--- config.mk ---
export PLATFORM = sky130hd
export DESIGN_NAME = low_power_mode_controller
export DESIGN_NICKNAME = d
export VERILOG_FILES = /design/src/lpm_pkg.sv /design/src/clk_sw_if.sv /design/src/clock_switch_sync.sv /design/src/low_power_mode_controller.sv
export SDC_FILE = /design/constraint.sdc
export NUM_CORES = 1
export LEC_CHECK = 0
export BUFFER_PORTS_ARGS = -buffer_cell sky130_fd_sc_hd__buf_2
export CORE_ASPECT_RATIO = 1.5
export CORE_MARGIN = 2
export CORE_UTILIZATION = 55
export DETAILED_ROUTE_END_ITERATION = 8
export PLACE_DENSITY = 0.89
export SKIP_LAST_GASP = 1
export SYNTH_ARGS = -nofsm -noshare
export SYNTH_HDL_FRONTEND = slang
export SYNTH_SLANG_ARGS = --single-unit
--- constraint.sdc ---
create_clock -name REF_CLK -period 2.8 [get_ports REF_CLK]
set_clock_uncertainty 0.2 [all_clocks]
set_input_delay 0 -clock REF_CLK [delete_from_list [all_inputs] [get_ports REF_CLK]]
set_output_delay 0 -clock REF_CLK [all_outputs]
set_load 0.05 [all_outputs]
--- src/lpm_pkg.sv ---
// Function
// (RULE1) In deep idle or sleep, only the time base timer keeps its clock.
// (RULE2) Memory, CPU registers, status word and port latches held unchanged.
// (RULE3) Resume address is two bytes past the mode start instruction.
// (RULE4) Software disables peripherals such as timer counters before entry.
// (RULE5) Writing 1 to the timing generator stop bit enters deep idle/sleep.
// (RULE6) Wake term 0: resume at next instruction, no interrupt.
// (RULE7) Wake term 1: leave mode, then service time base interrupt.
// (RULE8) On release hardware clears stop bit and restores previous run mode.
// (RULE9) Time base enable set at entry sets the time base interrupt latch.
// (RULE10) Entry and exit happen regardless of the time base enable bit.
// (RULE11) Reset pin low ends low-power or slow mode; restart single clock.
// (RULE12) Synchronised wake may come sooner than one source clock period.
// (RULE13) Pending watchdog interrupt at request: service it, do not enter.
// (RULE14) Fast to slow: select low clock (bit 5), then clear bit 7.
// (RULE15) Software waits for low oscillator (bit 6) to stabilise first.
// (RULE16) Fast oscillator may run in slow mode; off before stop mode.
// (RULE17) Slow to fast: enable fast oscillator, warm up, clear select bit.
// (RULE18) After select cleared, run on low clock until clocks synchronised.
package lpm_pkg;
  localparam int ADDR_W = 2;
  localparam int DATA_W = 8;
  localparam logic [1:0] SYS_CTRL_TWO_OFS = 2'h0;
  localparam logic [1:0] TB_CTRL_OFS = 2'h1;
  localparam logic [1:0] STATUS_OFS = 2'h2;
  localparam logic [1:0] IRQ_CTRL_OFS = 2'h3;
  // system_control_two fields
  localparam int HIGH_OSC_EN_BIT = 7;
  localparam int LOW_OSC_EN_BIT = 6;
  localparam int SYS_CLK_SEL_BIT = 5;
  localparam int STOP_BIT = 2;
  // time_base_control fields
  localparam int TB_EN_BIT = 3;
  localparam int TB_SEL_LSB = 0;
  localparam int TB_SEL_W = 3;
  // irq control fields
  localparam int MIE_BIT = 0;
  localparam int TB_IE_BIT = 1;
  localparam int TB_LATCH_BIT = 2;
  // reset values
  localparam logic [7:0] SYS_CTRL_TWO_RST = 8'h80;
  localparam logic [7:0] TB_CTRL_RST = 8'h00;
  localparam logic [7:0] IRQ_CTRL_RST = 8'h00;
  localparam int PC_W = 16;
  localparam logic [15:0] PC_STEP = 16'h0002;
  localparam int SYNC_TICKS = 2;
  typedef enum logic [1:0] {
    SINGLE_CLOCK_RUN,
    DUAL_CLOCK_FAST_RUN,
    SLOW_RUN_FAST_OSC_ON,
    SLOW_RUN_FAST_OSC_OFF
  } run_mode_t;
endpackage : lpm_pkg

--- src/clk_sw_if.sv ---
`timescale 1ns/100ps
interface clk_sw_if;
  logic want_low;
  logic low_tick;
  logic use_low;
  logic busy;
  modport ctrl (output want_low, output low_tick, input use_low, input busy);
  modport sw (input want_low, input low_tick, output use_low, output busy);
endinterface : clk_sw_if

--- src/clock_switch_sync.sv ---
`timescale 1ns/100ps
module clock_switch_sync #(
  parameter int SYNC_TICKS = lpm_pkg::SYNC_TICKS
) (
  // Clock and reset
  input wire logic clk,
  input wire logic rst,
  // Control side
  clk_sw_if.sw sw
);
  logic use_low_r;
  logic use_low_nxt;
  logic [3:0] cnt_r;
  logic [3:0] cnt_nxt;

  always_comb begin
    use_low_nxt = use_low_r;
    cnt_nxt = cnt_r;
    if (sw.want_low) begin
      use_low_nxt = 1'b1;
      cnt_nxt = 4'h0;
    end else if (use_low_r) begin
      // Stay on low clock until tick count aligns both clocks
      if (sw.low_tick) begin // [RULE18]
        if (cnt_r == 4'(SYNC_TICKS - 1)) begin
          use_low_nxt = 1'b0;
          cnt_nxt = 4'h0;
        end else begin
          cnt_nxt = cnt_r + 4'h1;
        end
      end
    end
  end

  always_ff @(posedge clk or posedge rst) begin
    if (rst) begin
      use_low_r <= 1'b0;
      cnt_r <= 4'h0;
    end else begin
      use_low_r <= use_low_nxt;
      cnt_r <= cnt_nxt;
    end
  end

  assign sw.use_low = use_low_r;
  assign sw.busy = use_low_r & ~sw.want_low;
endmodule : clock_switch_sync

--- src/low_power_mode_controller.sv ---
// Implementation choices: the register offsets and the strobed register port.
`timescale 1ns/100ps
module low_power_mode_controller #(
  parameter int TB_SRC_N = 8
) (
  // Clock and reset
  input wire logic REF_CLK,
  input wire logic RST,
  // Register port
  input wire logic [lpm_pkg::ADDR_W-1:0] ADDR,
  input wire logic [lpm_pkg::DATA_W-1:0] WDATA,
  input wire logic WR,
  input wire logic RD,
  output logic [lpm_pkg::DATA_W-1:0] RDATA,
  // Pins and clock sources
  input wire logic RESET_PIN_N,
  input wire logic [TB_SRC_N-1:0] TB_SRC_CLKS,
  input wire logic LOW_CLK,
  // CPU side
  input wire logic [lpm_pkg::PC_W-1:0] INSTR_ADDR,
  input wire logic WDT_IRQ_PEND,
  input wire logic TB_IRQ_ACK,
  output logic [lpm_pkg::PC_W-1:0] RESUME_PC,
  output logic CPU_HOLD,
  output logic RESUME,
  output logic TB_IRQ_SERVICE,
  output logic CORE_RESET,
  // Clock gating and oscillators
  output logic PERIPH_CLK_EN,
  output logic TB_CLK_EN,
  output logic HIGH_OSC_EN,
  output logic LOW_OSC_EN,
  output logic SYS_CLK_LOW,
  output lpm_pkg::run_mode_t RUN_MODE
);
  typedef enum logic [1:0] {
    ST_RUN,
    ST_HALTED,
    ST_WAKE
  } lp_state_t;

  // Pin synchronisers, two stages each
  logic rst_pin_s1_r;
  logic rst_pin_s2_r;
  logic low_clk_s1_r;
  logic low_clk_s2_r;
  logic low_clk_d_r;
  logic [TB_SRC_N-1:0] tb_s1_r;
  logic [TB_SRC_N-1:0] tb_s2_r;
  logic tb_sel_d_r;

  always_ff @(posedge REF_CLK or posedge RST) begin
    if (RST) begin
      rst_pin_s1_r <= 1'b1;
      rst_pin_s2_r <= 1'b1;
      low_clk_s1_r <= 1'b0;
      low_clk_s2_r <= 1'b0;
    end else begin
      rst_pin_s1_r <= RESET_PIN_N;
      rst_pin_s2_r <= rst_pin_s1_r;
      low_clk_s1_r <= LOW_CLK;
      low_clk_s2_r <= low_clk_s1_r;
    end
  end

  genvar g;
  generate
    for (g = 0; g < TB_SRC_N; g = g + 1) begin : g_tb_sync
      always_ff @(posedge REF_CLK or posedge RST) begin
        if (RST) begin
          tb_s1_r[g] <= 1'b0;
          tb_s2_r[g] <= 1'b0;
        end else begin
          tb_s1_r[g] <= TB_SRC_CLKS[g];
          tb_s2_r[g] <= tb_s1_r[g];
        end
      end
    end
  endgenerate

  // Registers
  logic [7:0] sys2_r;
  logic [7:0] sys2_nxt;
  logic [7:0] tbc_r;
  logic [7:0] tbc_nxt;
  logic mie_r;
  logic mie_nxt;
  logic tb_ie_r;
  logic tb_ie_nxt;
  logic tb_latch_r;
  logic tb_latch_nxt;
  logic [7:0] rdata_r;
  logic [7:0] rdata_nxt;
  lp_state_t state_r;
  lp_state_t state_nxt;
  logic wake_irq_r;
  logic wake_irq_nxt;
  logic [lpm_pkg::PC_W-1:0] resume_pc_r;
  logic [lpm_pkg::PC_W-1:0] resume_pc_nxt;
  logic resume_r;
  logic resume_nxt;
  logic tb_srv_r;
  logic tb_srv_nxt;
  logic low_clk_d_nxt;
  logic tb_sel_d_nxt;

  // Derived terms
  logic pin_reset;
  logic wr_sys2;
  logic wr_tbc;
  logic wr_irq;
  logic stop_req;
  logic tb_src;
  logic tb_fall;
  logic low_tick;
  logic wake_term;
  localparam int TB_SEL_W_L = lpm_pkg::TB_SEL_W;
  logic [TB_SEL_W_L-1:0] tb_sel;

  clk_sw_if csw ();

  clock_switch_sync #(
    .SYNC_TICKS(lpm_pkg::SYNC_TICKS)
  ) i_clock_switch_sync (
    .clk(REF_CLK),
    .rst(RST),
    .sw(csw.sw)
  );

  assign pin_reset = ~rst_pin_s2_r;
  assign wr_sys2 = WR & (ADDR == lpm_pkg::SYS_CTRL_TWO_OFS);
  assign wr_tbc = WR & (ADDR == lpm_pkg::TB_CTRL_OFS);
  assign wr_irq = WR & (ADDR == lpm_pkg::IRQ_CTRL_OFS);
  // Entry request needs only the stop bit written as 1
  assign stop_req = wr_sys2 & WDATA[lpm_pkg::STOP_BIT]; // [RULE5] [RULE10]
  assign tb_sel = tbc_r[lpm_pkg::TB_SEL_LSB +: TB_SEL_W_L];
  assign tb_src = tb_s2_r[tb_sel];
  // Falling edge of selected source, taken straight from synced level
  assign tb_fall = tb_sel_d_r & ~tb_src; // [RULE12]
  assign low_tick = low_clk_d_r & ~low_clk_s2_r;
  assign wake_term = mie_r & tb_ie_r & tbc_r[lpm_pkg::TB_EN_BIT];

  always_comb begin
    sys2_nxt = sys2_r;
    tbc_nxt = tbc_r;
    mie_nxt = mie_r;
    tb_ie_nxt = tb_ie_r;
    tb_latch_nxt = tb_latch_r;
    state_nxt = state_r;
    wake_irq_nxt = wake_irq_r;
    resume_pc_nxt = resume_pc_r;
    resume_nxt = 1'b0;
    tb_srv_nxt = 1'b0;
    low_clk_d_nxt = low_clk_s2_r;
    tb_sel_d_nxt = tb_src;
    if (TB_IRQ_ACK) begin
      tb_latch_nxt = 1'b0;
    end
    if (wr_tbc) begin
      tbc_nxt = WDATA & 8'h0F;
    end
    if (wr_irq) begin
      mie_nxt = WDATA[lpm_pkg::MIE_BIT];
      tb_ie_nxt = WDATA[lpm_pkg::TB_IE_BIT];
      if (!WDATA[lpm_pkg::TB_LATCH_BIT]) begin
        tb_latch_nxt = 1'b0;
      end
    end
    case (state_r)
      ST_RUN: begin
        if (wr_sys2) begin
          sys2_nxt[lpm_pkg::HIGH_OSC_EN_BIT] =
            WDATA[lpm_pkg::HIGH_OSC_EN_BIT];
          sys2_nxt[lpm_pkg::LOW_OSC_EN_BIT] =
            WDATA[lpm_pkg::LOW_OSC_EN_BIT];
          sys2_nxt[lpm_pkg::SYS_CLK_SEL_BIT] =
            WDATA[lpm_pkg::SYS_CLK_SEL_BIT];
        end
        if (stop_req) begin
          if (WDT_IRQ_PEND) begin
            // Watchdog wins, no entry
            sys2_nxt[lpm_pkg::STOP_BIT] = 1'b0; // [RULE13]
          end else begin
            sys2_nxt[lpm_pkg::STOP_BIT] = 1'b1; // [RULE5]
            state_nxt = ST_HALTED;
            resume_pc_nxt = INSTR_ADDR + lpm_pkg::PC_STEP; // [RULE3]
            if (tbc_nxt[lpm_pkg::TB_EN_BIT]) begin
              tb_latch_nxt = 1'b1; // [RULE9]
            end
          end
        end
      end
      ST_HALTED: begin
        // System control two writes ignored while core held
        if (tb_fall) begin // [RULE10] [RULE12]
          state_nxt = ST_WAKE;
          wake_irq_nxt = wake_term;
        end
      end
      ST_WAKE: begin
        // Clear stop bit; clock bits untouched so mode returns
        sys2_nxt[lpm_pkg::STOP_BIT] = 1'b0; // [RULE8]
        state_nxt = ST_RUN;
        if (wake_irq_r) begin
          tb_srv_nxt = 1'b1; // [RULE7]
        end else begin
          resume_nxt = 1'b1; // [RULE6]
        end
        wake_irq_nxt = 1'b0;
      end
      default: begin
        state_nxt = ST_RUN;
      end
    endcase
    if (pin_reset) begin
      // Reset pin ends any mode, restart in single clock run
      sys2_nxt = lpm_pkg::SYS_CTRL_TWO_RST; // [RULE11]
      tbc_nxt = lpm_pkg::TB_CTRL_RST;
      mie_nxt = 1'b0;
      tb_ie_nxt = 1'b0;
      tb_latch_nxt = 1'b0;
      state_nxt = ST_RUN;
      wake_irq_nxt = 1'b0;
      resume_nxt = 1'b0;
      tb_srv_nxt = 1'b0;
    end
  end

  always_comb begin
    rdata_nxt = 8'h00;
    if (RD) begin
      case (ADDR)
        lpm_pkg::SYS_CTRL_TWO_OFS: rdata_nxt = sys2_r;
        lpm_pkg::TB_CTRL_OFS: rdata_nxt = tbc_r;
        lpm_pkg::STATUS_OFS: begin
          rdata_nxt = {3'h0, csw.use_low, csw.busy, RUN_MODE,
            (state_r != ST_RUN)};
        end
        lpm_pkg::IRQ_CTRL_OFS: begin
          rdata_nxt = {5'h00, tb_latch_r, tb_ie_r, mie_r};
        end
        default: rdata_nxt = 8'h00;
      endcase
    end
  end

  always_ff @(posedge REF_CLK or posedge RST) begin
    if (RST) begin
      sys2_r <= lpm_pkg::SYS_CTRL_TWO_RST;
      tbc_r <= lpm_pkg::TB_CTRL_RST;
      mie_r <= 1'b0;
      tb_ie_r <= 1'b0;
      tb_latch_r <= 1'b0;
      rdata_r <= 8'h00;
      state_r <= ST_RUN;
      wake_irq_r <= 1'b0;
      resume_pc_r <= 16'h0000;
      resume_r <= 1'b0;
      tb_srv_r <= 1'b0;
      low_clk_d_r <= 1'b0;
      tb_sel_d_r <= 1'b0;
    end else begin
      sys2_r <= sys2_nxt;
      tbc_r <= tbc_nxt;
      mie_r <= mie_nxt;
      tb_ie_r <= tb_ie_nxt;
      tb_latch_r <= tb_latch_nxt;
      rdata_r <= rdata_nxt;
      state_r <= state_nxt;
      wake_irq_r <= wake_irq_nxt;
      resume_pc_r <= resume_pc_nxt;
      resume_r <= resume_nxt;
      tb_srv_r <= tb_srv_nxt;
      low_clk_d_r <= low_clk_d_nxt;
      tb_sel_d_r <= tb_sel_d_nxt;
    end
  end

  // Clock switch: request on select, sync on release of select
  assign csw.want_low = sys2_r[lpm_pkg::SYS_CLK_SEL_BIT];
  assign csw.low_tick = low_tick; // [RULE18]

  always_comb begin
    if (!sys2_r[lpm_pkg::HIGH_OSC_EN_BIT] &&
        !sys2_r[lpm_pkg::LOW_OSC_EN_BIT]) begin
      RUN_MODE = lpm_pkg::SINGLE_CLOCK_RUN;
    end else if (!sys2_r[lpm_pkg::LOW_OSC_EN_BIT]) begin
      RUN_MODE = lpm_pkg::SINGLE_CLOCK_RUN;
    end else if (!csw.use_low) begin
      RUN_MODE = lpm_pkg::DUAL_CLOCK_FAST_RUN;
    end else if (sys2_r[lpm_pkg::HIGH_OSC_EN_BIT]) begin
      RUN_MODE = lpm_pkg::SLOW_RUN_FAST_OSC_ON;
    end else begin
      RUN_MODE = lpm_pkg::SLOW_RUN_FAST_OSC_OFF;
    end
  end

  assign RDATA = rdata_r;
  assign RESUME_PC = resume_pc_r;
  // Core stalled: memory, registers and latches keep their values
  assign CPU_HOLD = (state_r != ST_RUN); // [RULE2]
  assign PERIPH_CLK_EN = (state_r == ST_RUN); // [RULE1]
  assign TB_CLK_EN = 1'b1; // [RULE1]
  assign RESUME = resume_r;
  assign TB_IRQ_SERVICE = tb_srv_r;
  assign CORE_RESET = pin_reset; // [RULE11]
  assign HIGH_OSC_EN = sys2_r[lpm_pkg::HIGH_OSC_EN_BIT];
  assign LOW_OSC_EN = sys2_r[lpm_pkg::LOW_OSC_EN_BIT];
  assign SYS_CLK_LOW = csw.use_low;
endmodule : low_power_mode_controller

* Word level (Yosys, flattened, before mapping)
Cells that the tools add are included.
Operators by class: $add $sub $neg 2, $lt $le $gt $ge 1, equal/unequal tests 15, mux-type cells 50, bitwise operators 14, reductions and logical operators 14
Operators with widths (number):
- $mux W8 | 4
- $pmux W8 S4 | 1
- $mux W1 | 28
- $add A16 B2 Y16 const B | 1
- $mux W4 | 4
- $mux W2 | 7
- $and A1 B1 Y1 | 9
- $reduce_and A2 Y1 | 4
- $eq A2 B2 Y1 const B | 3
- $mux W3 | 2
- $ne A2 B1 Y1 const B | 3
- $ne A3 B2 Y1 const B | 2
- $ne A3 B3 Y1 const B | 2
- $reduce_and A3 Y1 | 2
- $reduce_bool A2 Y1 | 3
- $not A1 Y1 | 5
- $add A4 B1 Y4 const B | 1
- $eq A2 B1 Y1 const B | 2
- $eq A4 B1 Y1 const B | 1
- $logic_not A2 Y1 | 2
- $lt A3 B4 Y1 const B | 1
- $pmux W1 S2 | 2
- $pmux W2 S2 | 1
- $bmux W1 S3 | 1
- other kinds (4) | 5
Storage, ports and cells: flip-flop bits (word level) 71, bits of input ports 42, output and inout bits 35, logic and storage cells 133

* Depth between registers and ports, before layout
Gate-level depths: netlist of the first run.
depth in word-level cells 8, depth in mapped cells 6, gate-level depth less buffers 6

* Modules after synthesis
A second synthesis of the first run with hierarchy kept.
Second synthesis, totals: cell total of the unflattened synthesis 245, area, all modules 2803.9 um^2
Modules (own cells, without submodules):
- low_power_mode_controller | times used 1, cells an instance 216, area each 2537.4 um^2, sequential area each 1555.2 um^2
- clock_switch_sync | times used 1, cells an instance 29, area each 266.5 um^2, sequential area each 125.1 um^2

* Least setup slack after synthesis of the first run
No wires, ideal clock.
path kind reg-to-reg, start point register sys2_r[6], end point register rdata_r[1] (netlist: RDATA[1]), setup time 73 ps, data arrival time 2390 ps, data required time 2527 ps, slack 138 ps, stages on the path, launching flop included 5, buffers on the path 0, clock period less this slack 2662 ps, path through dfrtp_1 -> a21boi_0 -> mux2_2 -> a22oi_1 -> nor2b_1
Between the ends: word-level cells in the longest chain between the ends 5, elaborated cells on any way between the ends 6, those cells by class mux: 4; reduce/logical: 2
RTL lines:
- from (decl) | line low_power_mode_controller.sv:82 | logic [7:0] sys2_r;
- from (signal assigned) | line low_power_mode_controller.sv:249 | sys2_r <= lpm_pkg::SYS_CTRL_TWO_RST;
- from (signal assigned) | line low_power_mode_controller.sv:263 | sys2_r <= sys2_nxt;
- $logic_not A1 Y1
- $logic_and A1 B1 Y1 | line low_power_mode_controller.sv:284 | if (!sys2_r[lpm_pkg::HIGH_OSC_EN_BIT] &&
- $mux W2 (*) | line low_power_mode_controller.sv:284
- named net RUN_MODE[0] | line low_power_mode_controller.sv:34 | output lpm_pkg::run_mode_t RUN_MODE
- $pmux W8 S4 (*) | line low_power_mode_controller.sv:232 | case (ADDR)
- $mux W8 (*) | line low_power_mode_controller.sv:231 | if (RD) begin
- named net rdata_nxt[1] | line low_power_mode_controller.sv:93 | logic [7:0] rdata_nxt;
- to (signal assigned) | line low_power_mode_controller.sv:268 | rdata_r <= rdata_nxt;
- to (decl) | line low_power_mode_controller.sv:92 | logic [7:0] rdata_r;
Mark *: on every way through the listed nets, which the timed path passes. The rest lies on a longest branch. A chain may end at the register's enable or synchronous reset.

* Final worst setup path of the first run
start point input port INSTR_ADDR[1] in the netlist's numbering, end point register resume_pc_r (netlist bit RESUME_PC[15])
Between the ends: word-level cells in the longest chain between the ends 1
RTL lines:
- from (decl) | line low_power_mode_controller.sv:20 | input wire logic [lpm_pkg::PC_W-1:0] INSTR_ADDR,
- $add A16 B2 Y16 | line low_power_mode_controller.sv:186 | resume_pc_nxt = INSTR_ADDR + lpm_pkg::PC_STEP;
- to (signal assigned) | line low_power_mode_controller.sv:271 | resume_pc_r <= resume_pc_nxt;
- to (decl) | line low_power_mode_controller.sv:98 | logic [lpm_pkg::PC_W-1:0] resume_pc_r;
No other way between the ends.

==> results of run 1 <==
[synth_stat cells, types with 2 or more instances]
cell	count
buf_2	4
o31ai_1	2
nand3_1	12
and3_1	4
clkbuf_1	3
and2_1	4
nor2b_1	7
and4_1	3
nor2_1	13
inv_1	6
nand2b_1	3
nand4_1	3
mux2i_1	9
xnor2_1	7
and3b_1	2
mux4_1	2
nand2_1	32
ha_1	3
mux2_2	3
a22oi_1	2
a21oi_1	5
xor2_1	6
nor4_1	2
dfstp_2	3
nor3_1	4
dfrtp_1	64
o21ai_0	21
[layout make-up]
type,instances,area share (%)
clock inverters,7,2.087
multi-input cells,164,27.00
well taps,68,2.118
repair buffers,131,23.23
inverters,7,0.6540
clock buffers,9,3.083
flip-flops and latches,67,41.82
[metal layers]
layer / wire, µm / share of wire [%] / vias up
li1: - / - / 1119
met1: 2615 / 36 / 1202
met2: 3918 / 54 / 119
met3: 510 / 7.0 / 24
met4: 242 / 3.3 / 0
met5: 0 / 0 / -
[stage by stage]
step                      utilization, %  total power, W
after floorplan                        -        0.001537
after global placement             64.81        0.001674
after detailed placement           64.81        0.001692
after CTS                          79.64        0.002574
after global routing               79.64        0.002713
final                              79.64        0.002590
[power breakdown]
group	internal, W	switching [W]	leakage (nW)
clock network	0.000426	0.000405	0.102
registers	0.00107	0.0000757	0.842
logic	0.000199	0.000414	0.987
total	0.00170	0.000894	1.93
[state kept, by name, summed over array words and instances (netlist names), 2 cells and up]
register / count
tb_s2_r: 8
RDATA: 8
tbc_r: 4
tb_s1_r: 8
sys2_r: 4
RESUME_PC: 16
state_r: 2
i_clock_switch_sync.cnt_r: 4
[kinds of logic after synthesis]
group	Yosys count	synth area share (%)
mux	16	7.825
flops	67	59.37
simple gates	95	17.60
other cells	1	0.1325
buf+inv	15	2.299
xor+xnor	13	4.023
compound gates	36	7.427
fa+ha+maj	3	1.326
[final timing paths]
| path | endpoint | slack [ps] | startpoint |
|---|---|---|---|
| max in group asynchronous | RESUME_PC[3] | 1480 | RST |
| max | RESUME_PC[15] | 480 | INSTR_ADDR[1] |
| min in group asynchronous | RESUME_PC[5] | 110 | RST |
| min reg2reg | tb_s2_r[5] | 150 | tb_s1_r[5] |
| max reg2reg | RDATA[2] | 680 | i_clock_switch_sync.sw.use_low |
| min | tb_s1_r[5] | 90 | TB_SRC_CLKS[5] |
[critical path, cell delays in order]
cell and delay [ps]:
dlygate4sd3_1 520, buf_2 140, ha_1 240, and4_1 330, nor4b_2 260, xnor2_1 180
dlygate4sd3_1 590, o21ai_0 70
==> qor.yml, run 1 <==
place:
  place_ws_ps: 1056
  dpl.hpwl_um: 4075
  dp_cells: 383
  routabilityCongestion: 0.8465
  placed_area_um2: 3269
  port_buffers: 74
logic_synthesis:
  synth_cell_types: 44
  synth-edff-count: 0
  synthFlopType: "dfrtp_1"
  syn_inst: 246
  ys_top_cells_by_area: "dfrtp_1, nand2_1, o21ai_0, mux2i_1, dfstp_2"
  synth_seq_cells: 67
  async_flop_share_pct: 100.0
  yosys.area.top_type_share_pct: 56.59
  ys_seq_area_share_pct: 59.37
  syn_area_um2: 2830
  syn_avg_cell_area_um2: 11.50
  synth.largest_area_cell: "dfrtp_1"
  yosysWarnings: 0
  syn_nets: 291
cells_and_area:
  nFillCells: 286
  instances_no_fill: 453
  area_delta_synth_final_pct: 41.95
  final_cell_mix: "buf_2, dfrtp_1, dlygate4sd3_1"
  final_common_cell: "buf_2"
  design_area_um2: 4018
  multi_input_area_um2: 1085
  drive_above_1_share_pct: 28.05
  nNetsFinal: 425
  antenna_cells: 0
  register_area_um2: 1680
clocking:
  cts-root-buf: "clkbuf_8"
  cts_max_path_buffers: 2
  ctsHoldBuffers: 54
  postCtsSetupBuffers: 0
  clk_pin_slew_ps: 80
  cts_tree: "done"
  cts-buffers-inserted: 9
  cts_resized: 0
  insertion_delay_ps: 340
  htreeDepth: 3
  cts_sinks: 67
timing:
  drv_slew: 0
  tightestPinTransition_ps: 699.1
  setup_ws_ps: 480.9
  hold_viol: 0
  tns_ps: 0
  grt_setup_unrepaired: "false"
  relSlewSlack_pct: 53.32
  max_freq_mhz: 431.2
  period_share_pct: 82.83
  fin_hold_ws_ps: 92.79
  setup-violations-final: 0
  period_minus_slack_ps: 2319
route:
  ant_nets: 0
  drc: 0
  wl_um: 7287
  drt_iter0_drc: 129
  dr_total_vias: 2464
  routedWlPerCell_um: 16.09
  via_per_inst: 5.439
  drt_pass1_iterations: 4
die:
  ios: 77
  dieArea_um2: 5747
  die_x_um: 62.57
  die_y_um: 91.86
  num_rows: 32
  core-area_um2: 5045
  start_util_pct: 56.10
setup_path:
  rr_worst_depth: 4
  cp-end-kind: "register"
  crit_required_ps: 2820
  critPathArrivalTime_ps: 2340
  critPathLaunchType: "input pin"
  critPathMaxFanout: 5
  crit_type: "in -> reg"
grt:
  grt_pass1_vias: 2676
  antenna_found_initial: 0
  grt.total_usage_pct: 27.77
  grt.met3_usage_pct: 8.834
  grt_max_degree: 35
  overflow: 0
  grtUsageMet1_pct: 29.22
  top_usage_layer: "met2"
  grt_pass1_wl_um: 12170
  met2_usage_pct: 48.84
power_and_ir_drop:
  power_density_nw_per_um2: 644.6
  power.leakage_nw: 1.931
  vdd_drop_max_uv: 426.1
job:
  drv_cap: 0
min_path:
  min_path_type: "in -> reg"
  hold_depth: 2
run_status:
  outcome: "complete, no violations"
Note: power is estimated with default switching activity, not from simulation.
==> run 2: changes to the inputs <==
- CORE_UTILIZATION: 55 -> 52
- PLACE_DENSITY: 0.89 -> 0.85
- clock period: 2.8 -> 2.28 ns (I/O delays scaled with it)
==> run 2 against run 1 <==
  * Total power rose by 26%
  * First-iteration DRC count fell by 5.4%
  * Clock power rose by 32%
  * Design area rose by 0.69%
  * Sequential share of layout area fell by 0.28 points
  * Worst setup slack got worse by 470 ps
  * Global-route usage fell by 1.7 points
  * Largest cell class unchanged
==> qor.yml, run 2 (synthesis gave the netlist of run 1 again) <==
setup_path:
  critPathArrivalTime_ps: 2280
  critPathLaunchType: "input pin"
  cp-end-kind: "register"
  critPathTopFamily: "buffers and inverters"
  crit_type: "in -> reg"
  cp_cell_sequence: "dlygate4sd3_1, buf_2, ha_1, and4_2, nor4b_2, xnor2_1, dlygate4sd3_1, o21ai_1"
  critPathMaxFanout: 5
  crit_required_ps: 2290
  cp.buffers_inverters: 3
  crit_slowest_cell: "dlygate4sd3_1"
  max_stage_delay_ps: 580
  cp_common_cell: "dlygate4sd3_1"
cells_and_area:
  area_delta_synth_final_pct: 42.93
  multi_input_area_um2: 1089
  largest_register_ffs: 16
  final_cell_mix: "buf_2, dfrtp_1, dlygate4sd3_1"
  nFillCells: 328
  antenna_cells: 0
  utilization_pct: 77.72
  nNetsFinal: 424
  drive_above_1_share_pct: 28.39
  final_common_cell: "buf_2"
  register_area_um2: 1680
timing:
  grt_setup_unrepaired: "true"
  period_share_pct: 99.59
  relSlewSlack_pct: 53.14
  tightestPinTransition_ps: 701.9
  period_minus_slack_ps: 2271
  hold_viol: 0
  tns_ps: 0
  setup-violations-final: 0
  max_freq_mhz: 440.4
  drv_slew: 0
grt:
  overflow: 0
  grt.total_usage_pct: 26.09
  grt_pass1_vias: 2592
  antenna_found_initial: 0
  grt_max_degree: 35
  grt_pass1_wl_um: 11810
min_path:
  min_path_type: "in -> reg"
route:
  via_per_inst: 5.389
  dr_total_vias: 2436
  ant_nets: 0
  wl_um: 7437
  drt_pass1_iterations: 4
  routedWlPerCell_um: 16.45
  drt_iter0_drc: 122
  drc: 0
run_status:
  outcome: "complete, no violations"
clocking:
  postCtsSetupBuffers: 0
  clk_pin_slew_ps: 70
  htreeDepth: 3
  cts-root-buf: "clkbuf_8"
  cts_sinks: 67
  cts-buffers-inserted: 9
  cts_tree: "done"
  insertion_delay_ps: 340
  cts_max_path_buffers: 2
die:
  die_y_um: 94.36
  dieArea_um2: 6061
  die_x_um: 64.24
  ios: 77
  start_util_pct: 54.37
  core-area_um2: 5205
  num_rows: 32
job:
  drv_cap: 0
power_and_ir_drop:
  vdd_drop_max_uv: 631.7
  power.leakage_nw: 1.939
  power_density_nw_per_um2: 807.7
place:
  port_buffers: 74
  dpl.hpwl_um: 4083
  routabilityCongestion: 0.7899
run 2: changes by cell type in the layout (fill, tap and decap cells not counted), sizes merged:
| cell | previous run | this run |
|---|---|---|
| clkbuf | 9 | 10 |
| clkinvlp | 1 | 2 |
| inv | 10 | 7 |
| bufinv | 1 | 2 |
| buf | 77 | 76 |
run 2: per-layer routing:
| layer | part of all wire, % | track usage, % |
|---|---|---|
| met1 | 37 | 28.92 |
| met2 | 55 | 45.57 |
| met3 | 5.4 | 5.840 |
| met4 | 2.9 | 15.43 |
| met5 | 0 | 0 |
run 2: through the flow:
stage / hold slack (ps) / area (µm²) / setup slack (ps) / std cells / total power (W)
after floorplan: -195.5 / 2830 / 29.60 / 246 / 0.001888
after global placement: -92.12 / 3274 / 564.0 / 382 / 0.002061
after detailed placement: -90.83 / 3274 / 512.9 / 382 / 0.002083
after CTS: 85.08 / 4041 / 111.6 / 452 / 0.003244
after global routing: 89.41 / 4045 / -51.84 / 452 / 0.003398
final: 103.0 / 4045 / 9.390 / 452 / 0.003267
run 2: worst reg2reg max path: stages (launching register included):
cell	delay, ps
dfrtp_1	440
and2_1	220
mux4_2	440
and2_1	160
dlygate4sd3_1	550
run 2: final cells by class:
class | count | area share [%]
Tap cell | 68 | 2.103
Clock inverter | 6 | 2.196
Sequential cell | 67 | 41.54
Inverter | 7 | 0.6496
Multi-Input combinational cell | 164 | 26.91
Timing Repair Buffer | 130 | 23.20
Clock buffer | 10 | 3.402
run 2: final timing paths:
kind                            slack [ps]                           start  depth (start not counted)            end
worst min register to register         150                      tb_s1_r[7]                          0     tb_s2_r[7]
worst max-delay path                     9                   INSTR_ADDR[1]                          8  RESUME_PC[15]
max in group asynchronous             1070                             RST                          4      sys2_r[7]
worst max register to register         160  i_clock_switch_sync.sw.use_low                          4       RDATA[2]
min in group asynchronous              120                             RST                          3  RESUME_PC[14]
worst min-delay path                   100                  TB_SRC_CLKS[7]                          2     tb_s1_r[7]
run 2: timing repair:
item,in CTS,in global routing
endpoints found under the setup margin,0,3
hold buffers,54,0
endpoints found under the hold margin,79,0
resized for setup,0,3
run 2: report_power, final:
part	switching (W)	internal, W	total [W]
Clock	0.000458	0.000645	0.00110
Sequential	0.0000929	0.00132	0.00141
Combinational	0.000511	0.000245	0.000756
==> run 3: changes to the inputs <==
- ABC_AREA: not set -> 1
- SLEW_MARGIN: not set -> 20
==> run 3 against run 2 <==
  * Design area up 5.7%
  * Utilization up 1.3 points
  * Cell count up 21%
==> qor.yml, run 3 <==
run_status:
  outcome: "complete, no violations"
logic_synthesis:
  synthTopCellsByCount: "nand2_1, dfrtp_1, inv_1"
  syn_avg_cell_area_um2: 9.148
  yosys.area.top_type_share_pct: 55.58
  async_flop_share_pct: 100.0
  yosysWarnings: 0
  synth.largest_area_cell: "dfrtp_1"
  ys_top_cells_by_area: "dfrtp_1, nand2_1, nand3_1, inv_1, dfstp_2"
  synth-edff-count: 0
  synthFlopType: "dfrtp_1"
  syn_area_um2: 2882
  synth_cell_types: 34
  ys_seq_area_share_pct: 58.32
  yosysMostFrequentCell: "nand2_1"
  syn_nets: 360
  syn_inst: 315
  synth_seq_cells: 67
clocking:
  cts_tree: "done"
  htreeDepth: 3
  clk_pin_slew_ps: 70
  cts-root-buf: "clkbuf_8"
  cts-buffers-inserted: 9
  cts_max_path_buffers: 2
  insertion_delay_ps: 330
  cts_sinks: 67
place:
  dp_cells: 456
  place_ws_ps: 410.3
  dpl.hpwl_um: 4252
  port_buffers: 74
  routabilityCongestion: 0.8613
die:
  num_rows: 33
  start_util_pct: 53.27
  core-area_um2: 5409
  ios: 77
  die_y_um: 95.17
  dieArea_um2: 6165
  die_x_um: 64.78
grt:
  grt_pass1_vias: 3010
  antenna_found_initial: 0
  grt_max_degree: 68
  overflow: 0
  grt_pass1_wl_um: 13010
  grt.total_usage_pct: 28.16
cells_and_area:
  register_area_um2: 1680
  antenna_cells: 0
  largest_register_ffs: 16
  instances_no_fill: 545
  area_delta_synth_final_pct: 48.33
  drive_above_1_share_pct: 24.21
  nFillCells: 329
  nNetsFinal: 515
  final_cell_mix: "nand2_1, buf_2, dlygate4sd3_1"
  utilization_pct: 79.02
  final_common_cell: "nand2_1"
  multi_input_area_um2: 1022
power_and_ir_drop:
  vdd_drop_max_uv: 941.0
  power.switching_w: 0.001613
  seqPwrFrac_pct: 39.7
  combinationalPowerShare_pct: 36.5
  power_density_nw_per_um2: 922.7
  power.leakage_nw: 2.185
  clkPwrFrac_pct: 23.8
  p_int_w: 0.002331
  switching_share_pct: 40.90
route:
  routed.top_layer: "met4"
  routedWlPerCell_um: 14.79
  ant_nets: 0
  route.layer.met1.wl_um: 2700
  dr_total_vias: 2836
  drt_pass1_iterations: 5
  wl_met2_um: 4529
  drt_iter0_drc: 212
  drc: 0
  dr_wl_met3_um: 452
  via_per_inst: 5.204
  wl_um: 8062
timing:
  period_minus_slack_ps: 2259
  max_freq_mhz: 442.7
  fin_hold_ws_ps: 83.72
  relSlewSlack_pct: 63.07
  grt_setup_unrepaired: "true"
  setup_ws_ps: 20.94
  setup-violations-final: 0
  tightestPinTransition_ps: 549.7
  hold_viol: 0
  drv_slew: 0
  period_share_pct: 99.08
setup_path:
  critPathTopFamily: "buffers and inverters"
  reg2reg_from: "i_clock_switch_sync.sw.use_low"
  rr_worst_depth: 5
  crit_slowest_cell: "dlygate4sd3_1"
  crit_path_start: "i_clock_switch_sync.sw.use_low"
  cp.buffers_inverters: 2
  worstSetupEndpoint: "RDATA[1]"
  cp_cell_sequence: "a21oi_2, nand3_1, dlygate4sd3_1, a31oi_1, dlygate4sd3_1"
  r2r_slack_ps: 20
  critPathMaxFanout: 5
  r2r-end: "RDATA[1]"
  crit_required_ps: 2350
  max_stage_delay_ps: 570
  crit_type: "reg -> reg"
  critPathLaunchType: "register"
  cp.depth: 5
  cp_common_cell: "dlygate4sd3_1"
  cp-end-kind: "register"
  critPathArrivalTime_ps: 2330
min_path:
  min_path_type: "in -> async"
job:
  drv_cap: 0
## run 3: cell count changes after synthesis, moves of 9 or more
cell / before / now
nand2_1: 32 / 82
inv_1: 6 / 40
nand3_1: 12 / 31
o21ai_0: 21 / 11
mux2i_1: 9 / 0
## run 3: what timing repair did
action,in CTS,in global routing
resized for setup,0,9
setup endpoints to repair,0,6
hold endpoints to repair,114,0
buffers inserted,0,2
hold buffers,71,0
## run 3: cell families (layout without fill, tap and decap cells)
logic type | after synthesis | count (layout) | synth area share (%)
simple gates | 147 | 147 | 22.45
flops | 67 | 67 | 58.32
buf+inv | 50 | 210 | 7.294
compound gates | 40 | 40 | 8.380
xor+xnor | 7 | 7 | 2.128
fa+ha+maj | 3 | 3 | 1.303
other cells | 1 | 1 | 0.1301
## run 3: stage by stage
stage | area, µm² | power [W] | setup TNS [ps]
after floorplan | 2882 | 0.002536 | 0
after global placement | 3326 | 0.002833 | 0
after detailed placement | 3326 | 0.002868 | 0
after CTS | 4224 | 0.003899 | 0
after global routing | 4274 | 0.004137 | -76.71
final | 4274 | 0.003944 | 0
## run 3: power by group through the flow
stage	clock network (W)	logic [W]	registers, W
6_report	0.000938	0.00144	0.00157
5_1_grt	0.00100	0.00155	0.00159
4_1_cts	0.000958	0.00139	0.00155
3_5_place_dp	0	0.00131	0.00156
3_3_place_gp	0	0.00128	0.00155
2_1_floorplan	0	0.000471	0.00206
## run 3: worst min-delay path, cell delays in order
cell and delay [ps]:
dlygate4sd3_1 530, buf_2 120, inv_2 60, buf_12 300
## run 3: worst min path at each step
stage           startpoint            to  slack (ps)  cells after the start
2_1_floorplan  RESET_PIN_N  rst_pin_s1_r        -200                      0
3_3_place_gp           RST    tb_s1_r[4]        -110                      3
3_5_place_dp           RST    tb_s1_r[6]        -100                      3
4_1_cts            ADDR[1]      RDATA[0]          60                      4
5_1_grt                RST    tb_s1_r[0]         100                      4
6_report               RST    tb_s1_r[6]          80                      4
## run 3: layer usage
layer  vias to the layer above  track usage, %
met5                         -               0
met4                         0           16.67
met3                        41           5.313
met2                       148           53.44
met1                      1329           27.81
li1                       1318               -
## run 3: cell type report
class / instances / share of cell area [%]
timing repair buffer: 149 / 26.29
clock inverter: 2 / 0.8197
sequential: 67 / 39.31
multi-input combinational: 198 / 23.92
tap: 70 / 2.049
inverter: 45 / 4.040
clock buffer: 14 / 3.571
